### src/common/msct_pkg.sv
// Shared constants for the stripe clock-and-data transmitter.
// Assumes a 10 MHz system clock; all cycle counts derive from it.
`default_nettype none

package msct_pkg;

	// System clock rate
	localparam int SYS_CLK_KHZ = 10_000;

	// Bit cell timing, in microseconds as specified
	localparam int CELL_US = 660;
	localparam int LOW_US = 220;
	localparam int HIGH_US = 440;

	// Cycle counts; the cell and the low phase both come out exact
	localparam int CELL_CYC = (CELL_US * SYS_CLK_KHZ) / 1000;
	localparam int LOW_CYC = (LOW_US * SYS_CLK_KHZ) / 1000;
	localparam int CNT_W = 13;

	// Hold time against repeated identification of one tag
	localparam int HOLD_MS = 1000;
	localparam int HOLD_CYC = HOLD_MS * SYS_CLK_KHZ;
	localparam int HOLD_W = 24;

	// Idle clock pulses before and after the characters
	localparam int AMBLE_PULSES = 16;
	localparam int AMBLE_W = 4;
	localparam logic [AMBLE_W-1:0] AMBLE_LAST = 4'hF;

	// Character codes and bits per character
	localparam logic [3:0] CODE_START = 4'hB;
	localparam logic [3:0] CODE_END = 4'hF;
	localparam logic [3:0] CODE_MAX_DIGIT = 4'h9;
	localparam int CHAR_BITS = 5;
	localparam logic [2:0] LAST_BIT_IDX = 3'h4;

	// Digit queue shape
	localparam int FIFO_DEPTH = 8;
	localparam int FIFO_WIDTH = 5;

	// Sequencer phases
	typedef enum logic [2:0] {
		MSCT_IDLE,
		MSCT_DROP,
		MSCT_PRE,
		MSCT_CHAR,
		MSCT_POST,
		MSCT_FINISH
	} msct_phase_t;

	// Kind of character on the line
	typedef enum logic [1:0] {
		MSCT_K_START,
		MSCT_K_DATA,
		MSCT_K_END,
		MSCT_K_LRC
	} msct_kind_t;

endpackage

`default_nettype wire

### src/hdl/msct_fifo.sv
// Small synchronous FIFO holding queued digits.
// Assumes writer and reader share sys_clk; valid/ready on both sides.
`timescale 1ns/1ps
`default_nettype none

module msct_fifo #(
	parameter int WIDTH = msct_pkg::FIFO_WIDTH,
	parameter int DEPTH = msct_pkg::FIFO_DEPTH
) (
	input wire logic sys_clk,
	input wire logic rst_n,
	input wire logic in_valid,
	output logic in_ready,
	input wire logic [WIDTH-1:0] in_data,
	output logic out_valid,
	input wire logic out_ready,
	output logic [WIDTH-1:0] out_data
);

	localparam int AW = $clog2(DEPTH);

	typedef struct packed {
		logic [DEPTH-1:0][WIDTH-1:0] mem;
		logic [AW:0] wr_ptr;
		logic [AW:0] rd_ptr;
	} msct_fifo_state_t;

	msct_fifo_state_t r;
	msct_fifo_state_t next_r;
	logic full;
	logic empty;

	// Extra pointer bit tells full from empty
	assign empty = (r.wr_ptr == r.rd_ptr);
	assign full = (r.wr_ptr[AW-1:0] == r.rd_ptr[AW-1:0]) && (r.wr_ptr[AW] != r.rd_ptr[AW]);
	assign in_ready = !full;
	assign out_valid = !empty;
	assign out_data = r.mem[r.rd_ptr[AW-1:0]];

	// Pointer and storage update
	always_comb begin
		next_r = r;
		if (in_valid && !full) begin
			next_r.mem[r.wr_ptr[AW-1:0]] = in_data;
			next_r.wr_ptr = r.wr_ptr + 1'b1;
		end
		if (out_ready && !empty) begin
			next_r.rd_ptr = r.rd_ptr + 1'b1;
		end
	end

	always_ff @(posedge sys_clk or negedge rst_n) begin
		if (!rst_n) begin
			r <= '0;
		end else begin
			r <= next_r;
		end
	end

endmodule

`default_nettype wire

### src/hdl/msct_char_enc.sv
// Character encoder: four code bits plus an odd parity bit.
// Purely combinational; the caller registers the result.
`timescale 1ns/1ps
`default_nettype none

module msct_char_enc (
	input wire logic [3:0] code,
	output logic [msct_pkg::CHAR_BITS-1:0] frame
);

	// Bit 0 leaves first, parity sits in bit 4 and leaves last
	assign frame = {~(^code), code};

endmodule

`default_nettype wire

### src/hdl/msct_transmitter.sv
// Stripe clock-and-data transmitter: frames one identification into
// preamble, start sentinel, digits, end sentinel, check character, postamble.
// Assumes digits are queued before or while the preamble runs and that
// an identification is offered only while ident_ready is high.
`timescale 1ns/1ps
`default_nettype none

module msct_transmitter #(
	parameter int TAG_W = 32,
	parameter int CELL_CYCLES = msct_pkg::CELL_CYC,
	parameter int LOW_CYCLES = msct_pkg::LOW_CYC,
	parameter int HOLD_CYCLES = msct_pkg::HOLD_CYC
) (
	input wire logic sys_clk,
	input wire logic rst_n,
	input wire logic ident_valid,
	output logic ident_ready,
	input wire logic [TAG_W-1:0] ident_tag,
	input wire logic digit_valid,
	output logic digit_ready,
	input wire logic [3:0] digit_code,
	input wire logic digit_last,
	output logic strobe_clock_out,
	output logic serial_data_out,
	output logic card_present_out_n,
	output logic busy
);

	localparam logic [msct_pkg::CNT_W-1:0] CELL_END = msct_pkg::CNT_W'(CELL_CYCLES - 1);
	localparam logic [msct_pkg::CNT_W-1:0] RISE_AT = msct_pkg::CNT_W'(LOW_CYCLES);
	localparam logic [msct_pkg::HOLD_W-1:0] HOLD_LOAD = msct_pkg::HOLD_W'(HOLD_CYCLES);

	typedef struct packed {
		msct_pkg::msct_phase_t phase;
		msct_pkg::msct_kind_t kind;
		logic [msct_pkg::CNT_W-1:0] cnt;
		logic [msct_pkg::AMBLE_W-1:0] cells;
		logic [2:0] bit_idx;
		logic [msct_pkg::CHAR_BITS-1:0] frame;
		logic [3:0] lrc;
		logic last_seen;
		logic strobe;
		logic data;
		logic card_n;
		logic tag_known;
		logic [TAG_W-1:0] last_tag;
		logic [msct_pkg::HOLD_W-1:0] hold_cnt;
	} msct_state_t;

	msct_state_t r;
	msct_state_t next_r;

	// Queue side signals
	logic q_valid;
	logic q_pop;
	logic [msct_pkg::FIFO_WIDTH-1:0] q_data;
	logic [3:0] q_code;
	logic q_last;
	logic q_digit_ok;

	// Encoder side signals
	logic [3:0] enc_code;
	logic [msct_pkg::CHAR_BITS-1:0] enc_frame;

	// Sequencing helpers
	logic active;
	logic at_rise;
	logic at_end;
	logic hold_running;
	logic repeat_tag;
	logic need_digit;

	assign q_code = q_data[3:0];
	assign q_last = q_data[4];
	assign q_digit_ok = (q_code <= msct_pkg::CODE_MAX_DIGIT);

	// Digits buffered ahead of the bit sequencer
	msct_fifo #(
		.WIDTH(msct_pkg::FIFO_WIDTH),
		.DEPTH(msct_pkg::FIFO_DEPTH)
	) u_fifo (
		.sys_clk(sys_clk),
		.rst_n(rst_n),
		.in_valid(digit_valid),
		.in_ready(digit_ready),
		.in_data({digit_last, digit_code}),
		.out_valid(q_valid),
		.out_ready(q_pop),
		.out_data(q_data)
	);

	// Next character code picked from where the message stands
	always_comb begin
		enc_code = msct_pkg::CODE_START;
		if (r.phase == msct_pkg::MSCT_CHAR) begin
			if (r.kind == msct_pkg::MSCT_K_END) begin
				enc_code = r.lrc;
			end else if (r.last_seen) begin
				enc_code = msct_pkg::CODE_END;
			end else begin
				enc_code = q_code;
			end
		end
	end

	msct_char_enc u_enc (
		.code(enc_code),
		.frame(enc_frame)
	);

	// Cell position decode
	assign active = (r.phase == msct_pkg::MSCT_PRE) || (r.phase == msct_pkg::MSCT_CHAR) ||
		(r.phase == msct_pkg::MSCT_POST) || (r.phase == msct_pkg::MSCT_FINISH);
	assign at_rise = active && (r.cnt == RISE_AT);
	assign at_end = active && (r.cnt == CELL_END);

	// Repeat filter against one tag seen twice in quick succession
	assign hold_running = (r.hold_cnt != '0);
	assign repeat_tag = r.tag_known && hold_running && (ident_tag == r.last_tag);

	// A digit is wanted when a start or data character has just ended
	assign need_digit = at_rise && (r.phase == msct_pkg::MSCT_CHAR) &&
		(r.bit_idx == msct_pkg::LAST_BIT_IDX) && !r.last_seen &&
		((r.kind == msct_pkg::MSCT_K_START) || (r.kind == msct_pkg::MSCT_K_DATA));

	// Pop while flushing a refused message, or when the next digit is due
	assign q_pop = q_valid && ((r.phase == msct_pkg::MSCT_DROP) || need_digit);

	assign ident_ready = (r.phase == msct_pkg::MSCT_IDLE);

	// Whole sequencer: phases, cell counter, bit loader, check sum
	always_comb begin
		next_r = r;

		// Hold timer runs down on its own
		if (hold_running) begin
			next_r.hold_cnt = r.hold_cnt - 1'b1;
		end

		// Cell counter runs only while sending; a stall parks it at the rise.
		// A skipped code also parks it, so it never adds a cell to the line.
		if (active) begin
			if (at_end) begin
				next_r.cnt = '0;
			end else if (!(need_digit && !(q_valid && q_digit_ok))) begin
				next_r.cnt = r.cnt + 1'b1;
			end
		end

		unique case (r.phase)
			msct_pkg::MSCT_IDLE: begin
				next_r.data = 1'b0;
				if (ident_valid) begin
					if (repeat_tag) begin
						next_r.phase = msct_pkg::MSCT_DROP;
					end else begin
						// Accepted: start the preamble, restart the hold window
						next_r.phase = msct_pkg::MSCT_PRE;
						next_r.cnt = '0;
						next_r.cells = '0;
						next_r.last_seen = 1'b0;
						next_r.tag_known = 1'b1;
						next_r.last_tag = ident_tag;
						next_r.hold_cnt = HOLD_LOAD;
						next_r.card_n = 1'b0;
					end
				end
			end

			msct_pkg::MSCT_DROP: begin
				// Digits of a refused event are discarded, never sent
				if (q_valid && q_last) begin
					next_r.phase = msct_pkg::MSCT_IDLE;
				end
			end

			msct_pkg::MSCT_PRE: begin
				if (at_rise) begin
					if (r.cells != msct_pkg::AMBLE_LAST) begin
						next_r.cells = r.cells + 1'b1;
						next_r.data = 1'b0;
					end else begin
						// Start sentinel goes out first
						next_r.phase = msct_pkg::MSCT_CHAR;
						next_r.kind = msct_pkg::MSCT_K_START;
						next_r.frame = enc_frame;
						next_r.bit_idx = '0;
						next_r.data = enc_frame[0];
						next_r.lrc = msct_pkg::CODE_START;
					end
				end
			end

			msct_pkg::MSCT_CHAR: begin
				if (at_rise) begin
					if (r.bit_idx != msct_pkg::LAST_BIT_IDX) begin
						// Next bit loaded after the rise, stable at the next fall
						next_r.bit_idx = r.bit_idx + 1'b1;
						next_r.data = r.frame[r.bit_idx + 3'h1];
					end else begin
						unique case (r.kind)
							msct_pkg::MSCT_K_START,
							msct_pkg::MSCT_K_DATA: begin
								if (r.last_seen) begin
									// Digits exhausted: end sentinel
									next_r.kind = msct_pkg::MSCT_K_END;
									next_r.frame = enc_frame;
									next_r.bit_idx = '0;
									next_r.data = enc_frame[0];
									next_r.lrc = r.lrc ^ msct_pkg::CODE_END;
								end else if (q_valid) begin
									next_r.last_seen = q_last;
									if (q_digit_ok) begin
										next_r.kind = msct_pkg::MSCT_K_DATA;
										next_r.frame = enc_frame;
										next_r.bit_idx = '0;
										next_r.data = enc_frame[0];
										next_r.lrc = r.lrc ^ q_code;
									end
									// An illegal code is popped and skipped
								end
							end
							msct_pkg::MSCT_K_END: begin
								// Check character closes the message
								next_r.kind = msct_pkg::MSCT_K_LRC;
								next_r.frame = enc_frame;
								next_r.bit_idx = '0;
								next_r.data = enc_frame[0];
							end
							msct_pkg::MSCT_K_LRC: begin
								next_r.phase = msct_pkg::MSCT_POST;
								next_r.cells = '0;
								next_r.data = 1'b0;
							end
						endcase
					end
				end
			end

			msct_pkg::MSCT_POST: begin
				if (at_rise) begin
					next_r.data = 1'b0;
					if (r.cells != msct_pkg::AMBLE_LAST) begin
						next_r.cells = r.cells + 1'b1;
					end else begin
						next_r.phase = msct_pkg::MSCT_FINISH;
					end
				end
			end

			msct_pkg::MSCT_FINISH: begin
				// Release only after the last postamble cell is complete
				if (at_end) begin
					next_r.phase = msct_pkg::MSCT_IDLE;
					next_r.card_n = 1'b1;
				end
			end

			default: begin
				next_r.phase = msct_pkg::MSCT_IDLE;
			end
		endcase

		// Strobe low for the first part of each cell, high otherwise
		next_r.strobe = !(((next_r.phase == msct_pkg::MSCT_PRE) ||
			(next_r.phase == msct_pkg::MSCT_CHAR) ||
			(next_r.phase == msct_pkg::MSCT_POST) ||
			(next_r.phase == msct_pkg::MSCT_FINISH)) &&
			(next_r.cnt < RISE_AT));
	end

	// Single state register
	always_ff @(posedge sys_clk or negedge rst_n) begin
		if (!rst_n) begin
			r <= '0;
			r.phase <= msct_pkg::MSCT_IDLE;
			r.kind <= msct_pkg::MSCT_K_START;
			r.strobe <= 1'b1;
			r.card_n <= 1'b1;
		end else begin
			r <= next_r;
		end
	end

	// Line outputs straight from flip-flops
	assign strobe_clock_out = r.strobe;
	assign serial_data_out = r.data;
	assign card_present_out_n = r.card_n;
	assign busy = (r.phase != msct_pkg::MSCT_IDLE);

endmodule

`default_nettype wire

### config.mk
export PLATFORM = sky130hd
export DESIGN_NAME = msct_transmitter
export DESIGN_NICKNAME = d
export VERILOG_FILES = /design/src/common/msct_pkg.sv /design/src/hdl/msct_fifo.sv /design/src/hdl/msct_char_enc.sv /design/src/hdl/msct_transmitter.sv
export SDC_FILE = /design/constraint.sdc
export NUM_CORES = 1
export LEC_CHECK = 0
export ABC_AREA = 1
export BUFFER_PORTS_ARGS = -buffer_cell sky130_fd_sc_hd__buf_2
export CAP_MARGIN = 10
export CORE_MARGIN = 5
export CORE_UTILIZATION = 60
export CTS_CLUSTER_DIAMETER = 30
export DETAILED_ROUTE_END_ITERATION = 10
export PLACE_DENSITY = 0.81
export SYNTH_ARGS = -nofsm -noshare
export SYNTH_HDL_FRONTEND = slang
export SYNTH_SLANG_ARGS = --single-unit
### constraint.sdc
create_clock -name sys_clk -period 4.48 [get_ports sys_clk]
set_input_delay 0.672 -clock sys_clk [delete_from_list [all_inputs] [get_ports sys_clk]]
set_output_delay 0.672 -clock sys_clk [all_outputs]
set_load 0.03 [all_outputs]
Word level (Yosys, flattened, before mapping)
Index checks and enable logic that the tools add are counted.

word-level totals
  register bits after elaboration = 143
  logic and storage cells = 201
  output and inout port bits = 6
  input bits = 41

cells by class
  add/subtract/negate cells = 6
  multiplexer cells = 74
  equality and inequality tests = 39
  bitwise operators = 4
  reductions and logical operators = 48
  magnitude comparators = 6

operator list
  kind                   number
  $mux 13                10
  $mux 58                2
  $mux 17                3
  $mux 24                2
  $bwmux 40              1
  $mux 12                3
  $mux 5                 7
  $eq 32x32->1           1
  $mux 4                 7
  $pmux 12 s2            1
  $reduce_and 8->1       3
  $reduce_bool 24->1     1
  $sub 24x1->24 const B  1
  $mux 3                 7
  $pmux 3 s6             1
  $logic_and 1x1->1      17
  $mux 16                1
  $ne 2x2->1 const B     8
  $pmux 4 s4             1
  $pmux 8 s2             1
  $bmux 5 s3             1
  $demux 5 s3            1
  $eq 3x3->1 const B     5
  $add 13x1->13 const B  1
  other kinds (45)       91

Depth between registers and ports, before layout
Gate-level depths: netlist (run 1).

  depth in word-level cells = 19
  mapped depth = 17
  gate-level depth less buffers = 17

Cells and area by module
From an unflattened synthesis (run 1), not the netlist that was laid out.

second synthesis, totals
  cells, all modules = 1164
  area total of the unflattened synthesis = 8635.8 um^2

by module, submodules not included
  module            area an instance (um^2)  instances  sequential area each (um^2)  cells each
  msct_transmitter  5859.4                   1          2379.8                       804
  msct_fifo         2675.1                   1          1201.2                       337
  msct_char_enc     101.3                    1          0.0                          23

Worst setup path before layout (run 1)
OpenSTA, ideal clock, no wires.

  path type = register to register
  start = reg r[92] (netlist name)
  end = reg r[73] (netlist name)
  stages on the path, launching flop included = 11
  library setup time = 0.127 ns
  arrival = 2.031 ns
  clock period less this slack = 2.158 ns
  path slack = 2.322 ns
  data required time = 4.353 ns
  path buffers = 0
  path through = dfrtp_1 -> inv_2 -> nand2_1 -> nor2_2 -> inv_1 -> o22ai_1 -> nor2_1 -> o2111ai_1 -> a21oi_1 -> nand2_1 -> o21ai_0

between the ends
  elaborated cells on any way between the ends = 19
  classes of those cells = eq/ne: 11; mux: 1; reduce/logical: 7

RTL lines
  what                                                              RTL line                 text
  start, declared                                                   msct_transmitter.sv:50   msct_state_t r;
  start signal, assigned                                            msct_transmitter.sv:281  r <= next_r;
  $logic_not 3->1 (*)                                               n/a
  net ident_ready                                                   msct_transmitter.sv:17   output logic ident_ready,
  $ne 2x2->1 (no source line) or $reduce_bool 4->1 (tied branches)  n/a
  $reduce_and 8->1 (no source line)                                 n/a

Mark *: on every way through the listed nets, which the timed path passes. The rest lies on a longest branch.
A chain may end at the register's enable or synchronous reset.

==> results of run 1 <==
cell families (layout without fill, tap and decap cells):
kind of cell	Yosys count	count (layout)	share of synthesized area, %
compound gates	181	181	12.37
buf+inv	167	228	8.319
simple gates	546	546	29.19
fa+ha+maj	9	9	1.387
flops	143	143	44.09
xor+xnor	43	43	4.637
final timing paths:
| path | start | slack, ns | to | depth (start not counted) |
|---|---|---|---|---|
| worst max-delay path | r[0] | 1.51 | strobe_clock_out | 18 |
| worst min-delay path | rst_n | 0.29 | r[34] | 1 |
| worst max register to register | r[0] | 1.51 | strobe_clock_out | 18 |
| worst min register to register | r[67] | 0.48 | r[67] | 2 |
| max in group asynchronous | rst_n | 3.29 | u_fifo.r[5] | 2 |
| min in group sys_clk | ident_tag[12] | 0.47 | r[36] | 3 |
sequential cells by signal, indices dropped and copies added, names as in the netlist:
name                flops
serial_data_out         1
strobe_clock_out        1
card_present_out_n      1
r                      92
u_fifo.r               48
area by class of cell:
type	instances	area, µm²	share of cell area (%)
clock inverters	15	127.6	1.413
clock buffers	17	425.4	4.711
multi-input cells	779	3865	42.80
well taps	176	220.2	2.439
flip-flops and latches	143	3581	39.66
repair buffers	49	259.0	2.868
inverters	147	551.8	6.111
cells in the final DEF, fill, tap and decap left out, types with 9 or more instances in the layout:
| cell | count |
|---|---|
| nand2_1 | 278 |
| dfrtp_1 | 141 |
| nor2_1 | 139 |
| inv_1 | 134 |
| o21ai_0 | 91 |
| nand3_1 | 45 |
| buf_2 | 45 |
| o21ai_1 | 31 |
| nand4_1 | 22 |
| xor2_1 | 22 |
| xnor2_1 | 21 |
| nor3_1 | 20 |
| a21oi_1 | 20 |
| clkbuf_16 | 17 |
| inv_2 | 12 |
| o22ai_1 | 12 |
| nor2_2 | 9 |
| ha_1 | 9 |
metal layers:
metal / vias to the layer above / wire length, µm
li1: 3616 / -
met5: - / 0
met4: 0 / 363
met1: 3326 / 8263
met2: 186 / 9094
met3: 35 / 920
power by group:
group          total (mW)  switching (mW)  internal [mW]
registers            1.58           0.109           1.47
clock network        1.33           0.600          0.726
logic               0.473           0.301          0.172
total                3.38            1.01           2.37
==> qor.yml, run 1 <==
timing:
  fin_skew_ns: 0.007235
  finalCritPeriodShare_pct: 66.36
  relSlewSlack_pct: 46.42
  tightest_slew_ns: 0.8037
  max_freq_mhz: 336.4
  setup-tns-final_ns: 0
  finalWorstSetupSlack_ns: 1.507
  rsz0062_at_grt: "no"
  setup_viol: 0
  fin_hold_ws_ns: 0.2874
  drv_slew: 0
  hold_viol_final: 0
  finalCriticalPeriod_ns: 2.973
clock_tree:
  postCtsSetupRepairBufs: 0
  cts_buffers: 17
  cts-root-buf: "clkbuf_16"
  cts.htree.levels: 4
  insertion_delay_ns: 0.43
  postCtsHoldBufs: 0
  cts_num_sinks: 143
  clkTransAtPathRegs_ns: 0.06
  cts_resized: 0
  cts_tree: "done"
  cts_buffer_depth: 2
job:
  drv_cap: 0
synth:
  syn_area_mm2: 0.008122
  yosysSeqAreaShare_pct: 44.09
  synthesis.nets: 1139
  synth_cells: 1089
  ys_top_cells_by_count: "278 x nand2_1, 141 x dfrtp_1, 139 x nor2_1"
  synth_edf_count: 0
  synth_area_per_cell_um2: 7.458
  synth_top_area_share_pct: 43.44
  synth.most_common_cell: "nand2_1"
  synth_area_leaders: "dfrtp_1 43%, nand2_1 13%, nor2_1 6.4%"
  async_flop_share_pct: 100.0
  ys_types: 52
  yosysTopAreaCell: "dfrtp_1"
  synth_seq_cells: 143
  yosys_warnings: 0
  synth_top_flop_cell: "dfrtp_1"
finish:
  stdcell_count: 1326
  nFillCells: 1105
  finalNetCount: 1187
  drive_above_1_share_pct: 10.78
  fin_util_pct: 68.19
  finish.instance_area_mm2: 0.009030
  syn2layout_area_growth_pct: 11.18
  antenna_cells: 0
critical_path:
  worst-path-buf-inv: 3
  cp_cell_sequence: "inv_1 > ha_1 > nand2_1 > nor2_1 > nand3_2 > nand2_1 > inv_1 > nand3_2 > nand3_4 > buf_4 > nand2_2 > nor2_2 > nand2_1 > nand2_1 > nand2_1 > nand2_1 > nand2_1 > nand2_1"
  crit_top_cell: "nand2_1"
  cp_data_arrival_time_ns: 3.33
  cpPeakStageDelay_ns: 0.42
  crit_path_end_kind: "flip-flop"
  worstSetupPathType: "flip-flop to flip-flop"
  start_kind: "flip-flop"
  cp.required_ns: 4.84
  crit_family: "simple AND/OR/NAND/NOR gates"
  slowest_stage: "buf_4"
  critPathMaxFanout: 43
place:
  portBuffers: 46
  place_area_mm2: 0.008477
  placed_cells: 1294
  preCtsSetupSlack_ns: 1.282
  place.gp.congestion: 0.9299
  place_hpwl_um: 13380
route:
  wl_um: 18640
  viasPerCell: 5.402
  vias: 7163
  detail_route.iter0.violations: 622
  drcViolationCount: 0
  dr.pass1.iters: 5
  wl_per_cell_um: 14.06
  antenna_left: 0
global_route:
  top_usage_layer: "met2"
  grt_pass1_vias: 6878
  grt_use_total_pct: 23.91
  antenna_found_initial: 0
  grt_max_degree: 81
  gr-total-overflow: 0
  use_met2_pct: 39.94
  grt_pass1_wl_um: 31510
  gr-usage-met3_pct: 6.095
  global_route.usage.met1_pct: 30.62
hold_path:
  worstHoldPathType: "primary input to asynchronous set/reset pin"
floorplanning:
  core_area_mm2: 0.01324
  io_pins: 47
  dieHeight_um: 126.3
  dieArea_mm2: 0.01596
  die_w_um: 126.3
  rows: 42
  start_util_pct: 61.33
run_status:
  outcome: "complete, no violations"
power_and_ir_drop:
  static-leakage-power_nw: 4.405
  peakVddDrop_v: 0.0003162
  p_per_area_mw_per_mm2: 374.4
  total_power_mw: 3.381
Note: power is estimated with default switching activity, not from simulation.
==> run 2: changes to the inputs <==
--- a/config.mk
+++ b/config.mk
@@ -5,7 +5,7 @@
 export SDC_FILE = /design/constraint.sdc
 export NUM_CORES = 1
 export LEC_CHECK = 0
-export ABC_AREA = 1
+export ABC_AREA = 0
 export BUFFER_PORTS_ARGS = -buffer_cell sky130_fd_sc_hd__buf_2
 export CAP_MARGIN = 10
 export CORE_MARGIN = 5
==> constraint.sdc (replaced) <==
create_clock -name sys_clk -period 2.8 [get_ports sys_clk]
set_input_delay 0.42 -clock sys_clk [delete_from_list [all_inputs] [get_ports sys_clk]]
set_output_delay 0.42 -clock sys_clk [all_outputs]
set_load 0.03 [all_outputs]
==> run 2 against run 1 <==
The run now ends with negative hold slack left. Count of clock-buffer cells in the layout is 4 higher. Synthesized cell count is 40% lower. Sequential cell count stayed put. Power grew to 2.7 times the previous value. Combinational power grew to 7.1 times the previous value. Critical path type unchanged. Critical endpoint is now u_fifo.r[2]. Largest power group unchanged. Highest routed layer unchanged.
==> qor.yml, run 2 <==
run_status:
  outcome: "complete, but fails checks"
  violations: "negative hold slack"
floorplanning:
  start_util_pct: 61.44  # +0.11 points
  dieHeight_um: 120.9  # -4.3%
  die_w_um: 120.9  # -4.3%
  core_area_mm2: 0.01201  # -9.3%
  rows: 40  # -4.8%
  dieArea_mm2: 0.01462  # -8.4%
  io_pins: 47  # unchanged
clock_tree:
  cts.htree.levels: 4  # unchanged
  cts_num_sinks: 143  # unchanged
  cts-root-buf: "clkbuf_16"
  insertion_delay_ns: 0.42  # about the same
  cts_buffers: 17  # unchanged
  postCtsHoldBufs: 0  # unchanged
  cts_buffer_depth: 2  # unchanged
  cts_tree: "done"
  clkTransAtPathRegs_ns: 0.06  # about the same
global_route:
  global_route.usage.met1_pct: 28.58  # -2.0 points
  gr-usage-met3_pct: 5.408  # -0.69 points
  grt_pass1_wl_um: 27570  # -13%
  use_met2_pct: 41.58  # +1.6 points
  grt_use_total_pct: 23.85  # -0.062 points
  gr-total-overflow: 0  # unchanged
  antenna_found_initial: 0  # unchanged
  grt_pass1_vias: 5694  # -17%
  top_usage_layer: "met2"
  grt_max_degree: 66  # -19%
hold_path:
  worstHoldPathType: "primary input to asynchronous set/reset pin"
synth:
  ys_types: 61  # +17%
  synth.most_common_cell: "dfrtp_1"
  synth_edf_count: 0  # unchanged
  yosysTopAreaCell: "dfrtp_1"
  synth_area_leaders: "dfrtp_1 48%, mux2_2 12%, xnor2_1 7.0%"
  syn_area_mm2: 0.007380  # -9.1%
  synth_seq_cells: 143  # unchanged
  synth_cells: 654  # -40%
  synth_top_area_share_pct: 47.81  # +4.4 points
  synthesis.nets: 704  # -38%
  ys_top_cells_by_count: "141 x dfrtp_1, 79 x mux2_2, 59 x xnor2_1"
  yosysSeqAreaShare_pct: 48.52  # +4.4 points
  synth_top_flop_cell: "dfrtp_1"
  yosys_warnings: 0  # unchanged
  async_flop_share_pct: 100.0  # unchanged
  synth_area_per_cell_um2: 11.28  # +51%
timing:
  drv_slew: 0  # unchanged
  rsz0062_at_grt: "no"
  relSlewSlack_pct: 48.15  # +1.7 points
  finalCriticalPeriod_ns: 2.691  # -0.2816 ns
  tightest_slew_ns: 0.7723  # -0.03146 ns
  finalCritPeriodShare_pct: 96.12  # +30 points
  hold_viol_final: 9  # +9
  max_freq_mhz: 371.5  # +10%
  fin_hold_ws_ns: -0.009257  # -0.2967 ns
  fin_skew_ns: 0.006982  # -0.0002527 ns
  finalWorstSetupSlack_ns: 0.1085  # -1.398 ns
  setup-tns-final_ns: 0  # unchanged
  setup_viol: 0  # unchanged
critical_path:
  cp_data_arrival_time_ns: 3.00  # -0.33 ns
  cp.required_ns: 3.11  # -1.73 ns
  critPathMaxFanout: 4  # -91%
  worstSetupPathType: "flip-flop to flip-flop"
  start_kind: "flip-flop"
  crit_path_end_kind: "flip-flop"
place:
  place.gp.congestion: 0.8817  # -5.2%
  preCtsSetupSlack_ns: 0.01268  # -1.270 ns
  portBuffers: 46  # unchanged
  place_hpwl_um: 11240  # -16%
  placed_cells: 854  # -34%
finish:
  finalNetCount: 777  # -35%
  largest_reg_flops: 92  # unchanged
  final_common_cell: "dfrtp_1"
  final_cell_mix: "141 x dfrtp_1, 78 x mux2_2, 59 x xnor2_1"
  largest-register: "r"
  stdcell_count: 887  # -33%
  nFillCells: 807  # -27%
  antenna_cells: 0  # unchanged
  drive_above_1_share_pct: 29.32  # +19 points
  reg_top3: "r: 92 flops, u_fifo.r: 48 flops"
  syn2layout_area_growth_pct: 16.87
job:
  drv_cap: 0  # unchanged
power_and_ir_drop:
  comb_power_share_pct: 36.2  # +22 points
  power_frac_clock_pct: 26.5  # -13 points
  p_sw_share_pct: 33.40  # +3.5 points
  switching_power_mw: 3.095  # +210%
  p_per_area_mw_per_mm2: 1074  # +190%
  power.internal_mw: 6.172  # +160%
  peakVddDrop_v: 0.0007008  # +120%
  static-leakage-power_nw: 3.677  # -17%
  seqPwrFrac_pct: 37.3  # -9.5 points
route:
  antenna_left: 0  # unchanged
  vias: 5393  # -25%
  drcViolationCount: 0  # unchanged
  detail_route.iter0.violations: 535  # -14%
  wl_um: 16380  # -12%
  dr.pass1.iters: 7  # +2
  viasPerCell: 6.080  # +13%
  wl_per_cell_um: 18.46  # +31%
run 2: cell count changes after synthesis, sizes merged, moves of 9 or more:
cell    previous run  this run
clkbuf             3        15
inv              146        11
nand2            281        35
o21ai            126        26
mux4               0        10
xnor2             21        59
nand4             22        13
mux2               0        79
a21oi             20        11
nand3             49        18
nor2             151        53
run 2: power groups by stage:
stage                     clock network [mW]  registers, mW  logic, mW
after floorplan                            0           3.24       2.54
after global placement                     0           3.39       3.10
after detailed placement                   0           3.46       3.29
after CTS                               2.47           3.44       3.34
after global routing                    2.58           3.56       3.64
final                                   2.45           3.46       3.36
run 2: final timing paths:
kind / start / to / slack (ns) / depth (start not counted)
setup / recovery: r[77] / u_fifo.r[2] / 0.11 / 10
hold / removal: rst_n / r[53] / -0.009 / 1
setup reg to reg: r[77] / u_fifo.r[2] / 0.11 / 10
hold reg to reg: r[56] / r[56] / 0.49 / 1
max in group asynchronous: rst_n / strobe_clock_out / 1.96 / 2
min in group sys_clk: ident_tag[4] / r[28] / 0.26 / 2
run 2: repair_timing:
| item | CTS | global route |
|---|---|---|
| resized for setup | 0 | 7 |
| buffers inserted | 0 | 1 |
| setup endpoints to repair | 0 | 19 |
run 2: metal layers:
layer | up-vias | share of wire, %
li1 | 2507 | -
met1 | 2719 | 41
met2 | 135 | 53
met3 | 32 | 3.8
met4 | 0 | 2.1
met5 | - | 0
run 2: worst max-delay path, stage by stage (launching register included):
cell	delay, ns
dfrtp_1	0.41
inv_2	0.08
ha_1	0.13
or4bb_4	0.47
or3_4	0.36
or3_4	0.36
o21ai_2	0.12
nor4b_4	0.29
buf_4	0.19
nand2_1	0.06
xnor2_1	0.12
run 2: logic make-up (layout without fill, tap and decap cells):
| kind of cell | Yosys count | after routing | share of synthesized area [%] |
|---|---|---|---|
| compound gates | 85 | 85 | 7.376 |
| fa+ha+maj | 10 | 10 | 1.662 |
| flops | 143 | 143 | 48.52 |
| buf+inv | 39 | 125 | 2.221 |
| mux | 97 | 97 | 16.19 |
| xor+xnor | 80 | 80 | 9.681 |
| simple gates | 200 | 200 | 14.34 |
run 2: final cells by class:
class                      count  area, µm²  area share (%)
inverter                      12      45.04          0.5223
timing repair buffer          81      524.3           6.079
multi-input combinational    472       3654           42.36
sequential                   143       3581           41.52
clock inverter                11      186.4           2.162
tap                          147      183.9           2.133
clock buffer                  21      450.4           5.223
run 2: stage by stage:
step           util, %  instance area, µm²  total power [mW]  hold slack, ns
3_3_place_gp     66.29                7963             6.493          0.4430
5_1_grt          71.80                8625             9.785         0.02429
4_1_cts          71.59                8600             9.252        0.004807
6_report         71.80                8625             9.267       -0.009257
2_1_floorplan        -                7380             5.778          0.1244
3_5_place_dp     66.29                7963             6.743          0.4530
==> run 3: changes to the inputs <==
--- a/config.mk
+++ b/config.mk
@@ -5,7 +5,7 @@
 export SDC_FILE = /design/constraint.sdc
 export NUM_CORES = 1
 export LEC_CHECK = 0
-export ABC_AREA = 0
+export ABC_AREA = 1
 export BUFFER_PORTS_ARGS = -buffer_cell sky130_fd_sc_hd__buf_2
 export CAP_MARGIN = 10
 export CORE_MARGIN = 5
==> run 3 against run 2 <==
Fmax rose by 9.9%. Critical path type unchanged. The run now ends clean. Routed wire length is 15% higher. Critical endpoint is now r[31]. Register-to-register slack better by 0.24 ns. Sequential cell count unchanged. Via count grew 34%.
==> qor.yml, run 3 (same netlist as run 1, synthesis figures left out) <==
critical_path:
  cpPeakStageDelay_ns: 0.47  # about the same
  cp_cell_sequence: "inv_1 > ha_1 > nand2_1 > nor2_1 > nand3_2 > nand2_1 > inv_1 > nand3_2 > nand3_4 > clkinv_1 > o21ai_0"
  worst-path-buf-inv: 3  # +1
  slowest_stage: "clkinv_1"
  cp.depth: 11  # +1
  start_kind: "flip-flop"
  ff2ff_path_depth: 11  # +1
  cp.required_ns: 3.12  # about the same
  crit_path_end_kind: "flip-flop"
  worstSetupPathType: "flip-flop to flip-flop"
  critPathMaxFanout: 18  # +14
  crit_family: "simple AND/OR/NAND/NOR gates"
  cp_data_arrival_time_ns: 2.77  # -0.23 ns
floorplanning:
  start_util_pct: 61.33  # -0.11 points
  io_pins: 47  # unchanged
  die_w_um: 126.3  # +4.5%
  dieHeight_um: 126.3  # +4.5%
  dieArea_mm2: 0.01596  # +9.2%
  core_area_mm2: 0.01324  # +10%
  rows: 42  # +5.0%
route:
  vias: 7253  # +34%
  drcViolationCount: 0  # unchanged
  antenna_left: 0  # unchanged
  wl_um: 18900  # +15%
  detail_route.iter0.violations: 698  # +30%
  dr.pass1.iters: 5  # -2
  wl_per_cell_um: 14.20  # -23%
  viasPerCell: 5.449  # -10%
timing:
  setup_viol: 0  # unchanged
  setup-tns-final_ns: 0  # unchanged
  hold_viol_final: 0  # -9
  finalWorstSetupSlack_ns: 0.3515  # +0.2429 ns
  tightest_slew_ns: 0.5698  # -0.2025 ns
  relSlewSlack_pct: 62.02  # +14 points
  fin_skew_ns: 0.01073  # +0.003751 ns
  drv_slew: 0  # unchanged
  max_freq_mhz: 408.4  # +9.9%
  rsz0062_at_grt: "no"
  finalCriticalPeriod_ns: 2.449  # -0.2429 ns
  finalCritPeriodShare_pct: 87.45  # -8.7 points
clock_tree:
  insertion_delay_ns: 0.43  # about the same
  cts_tree: "done"
  cts-root-buf: "clkbuf_16"
  cts_num_sinks: 143  # unchanged
  clkTransAtPathRegs_ns: 0.06  # about the same
  cts_buffers: 17  # unchanged
  cts_buffer_depth: 2  # unchanged
  postCtsSetupRepairBufs: 0  # unchanged
  cts.htree.levels: 4  # unchanged
  cts_resized: 0  # unchanged
place:
  place.gp.congestion: 0.9320  # +5.7%
  place_hpwl_um: 13530  # +20%
  portBuffers: 46  # unchanged
  preCtsSetupSlack_ns: 0.3123  # +0.2996 ns
power_and_ir_drop:
  switching_power_mw: 1.653  # -47%
  p_per_area_mw_per_mm2: 599.6  # -44%
  seqPwrFrac_pct: 46.3  # +9.0 points
  p_sw_share_pct: 30.27  # -3.1 points
  comb_power_share_pct: 13.9  # -22 points
  power_frac_clock_pct: 39.7  # +13 points
  power.internal_mw: 3.808  # -38%
  peakVddDrop_v: 0.0005429  # -23%
  static-leakage-power_nw: 4.448  # +21%
finish:
  drive_above_1_share_pct: 11.08  # -18 points
  largest_reg_flops: 92  # unchanged
  syn2layout_area_growth_pct: 12.16
  antenna_cells: 0  # unchanged
  largest-register: "r"
  regArea_mm2: 0.003581  # unchanged
  nFillCells: 1087  # +35%
  finalNetCount: 1192  # +53%
  final_common_cell: "nand2_1"
  reg_top3: "r: 92 flops, u_fifo.r: 48 flops"
  final_cell_mix: "278 x nand2_1, 141 x dfrtp_1, 139 x nor2_1"
  multi_input_area_mm2: 0.003865  # +5.8%
hold_path:
  worstHoldPathType: "primary input to flip-flop"
  hold_depth: 3
global_route:
  grt_max_degree: 74  # +12%
  antenna_found_initial: 0  # unchanged
  grt_pass1_wl_um: 32640  # +18%
  grt_use_total_pct: 24.83  # +0.98 points
  grt_pass1_vias: 7091  # +25%
  gr-total-overflow: 0  # unchanged
run_status:
  outcome: "complete, no violations"
job:
  drv_cap: 0  # unchanged
==> run 3: cell types whose count changed in the layout (fill, tap and decap cells not counted), moves of 29 or more <==
cell	previous run	this run
nand2_1	35	278
nor2_1	53	139
inv_1	10	134
xnor2_1	59	21
o21ai_0	23	91
mux2_2	78	0
o21ai_1	2	31
==> run 3: final timing paths <==
path / startpoint / to / slack (ns)
worst max register to register: r[0] / r[31] / 0.35
max in group asynchronous: rst_n / u_fifo.r[5] / 1.40
min in group asynchronous: rst_n / r[37] / 0.52
worst max-delay path: r[0] / r[31] / 0.35
worst min register to register: r[56] / r[56] / 0.48
worst min-delay path: ident_tag[14] / r[38] / 0.22
==> run 3: cell type report <==
cell class / count / area share [%]
clock buffers: 17 / 4.670
clock inverters: 15 / 1.552
inverters: 147 / 6.058
multi-input cells: 779 / 42.43
flip-flops and latches: 143 / 39.31
well taps: 176 / 2.418
repair buffers: 54 / 3.558
==> run 3: what timing repair did <==
item / 4_1_cts / 5_1_grt
hold buffers: 1 / 0
setup endpoints to repair: 0 / 0
hold endpoints to repair: 57 / 0
==> run 3: power by group through the flow <==
stage | combinational [mW] | clock [mW] | sequential (mW)
finish | 0.760 | 2.17 | 2.53
global route | 0.894 | 2.32 | 2.57
floorplan | 0.529 | 0 | 2.51
CTS | 0.765 | 2.20 | 2.52
global placement | 0.729 | 0 | 2.55
detailed placement | 0.763 | 0 | 2.55
==> run 3: worst reg2reg max path: stages, from the launching register on <==
cell and delay, ns:
dfrtp_1 0.35, inv_1 0.12, ha_1 0.24, nand2_1 0.07, nor2_1 0.05, nand3_2 0.16
nand2_1 0.07, inv_1 0.07, nand3_2 0.20, nand3_4 0.18, clkinv_1 0.47, o21ai_0 0.37
==> run 3: per-stage QoR <==
step | std cells | instance area [µm²] | hold WS (ns) | total power, mW | utilization, %
5_1_grt | 1331 | 9109 | 0.2204 | 5.783 | 68.78
3_5_place_dp | 1298 | 8532 | 0.4289 | 3.317 | 64.43
4_1_cts | 1331 | 9109 | 0.2061 | 5.492 | 68.78
2_1_floorplan | 1089 | 8122 | 0.1244 | 3.044 | -
3_3_place_gp | 1298 | 8532 | 0.4288 | 3.278 | 64.43
6_report | 1331 | 9109 | 0.2166 | 5.461 | 68.78
==> run 3: layer usage <==
| layer | routed length [µm] | track usage, % |
|---|---|---|
| met5 | 0 | 0 |
| met4 | 523 | 9.842 |
| met3 | 996 | 5.464 |
| met2 | 9123 | 41.00 |
| met1 | 8255 | 32.00 |
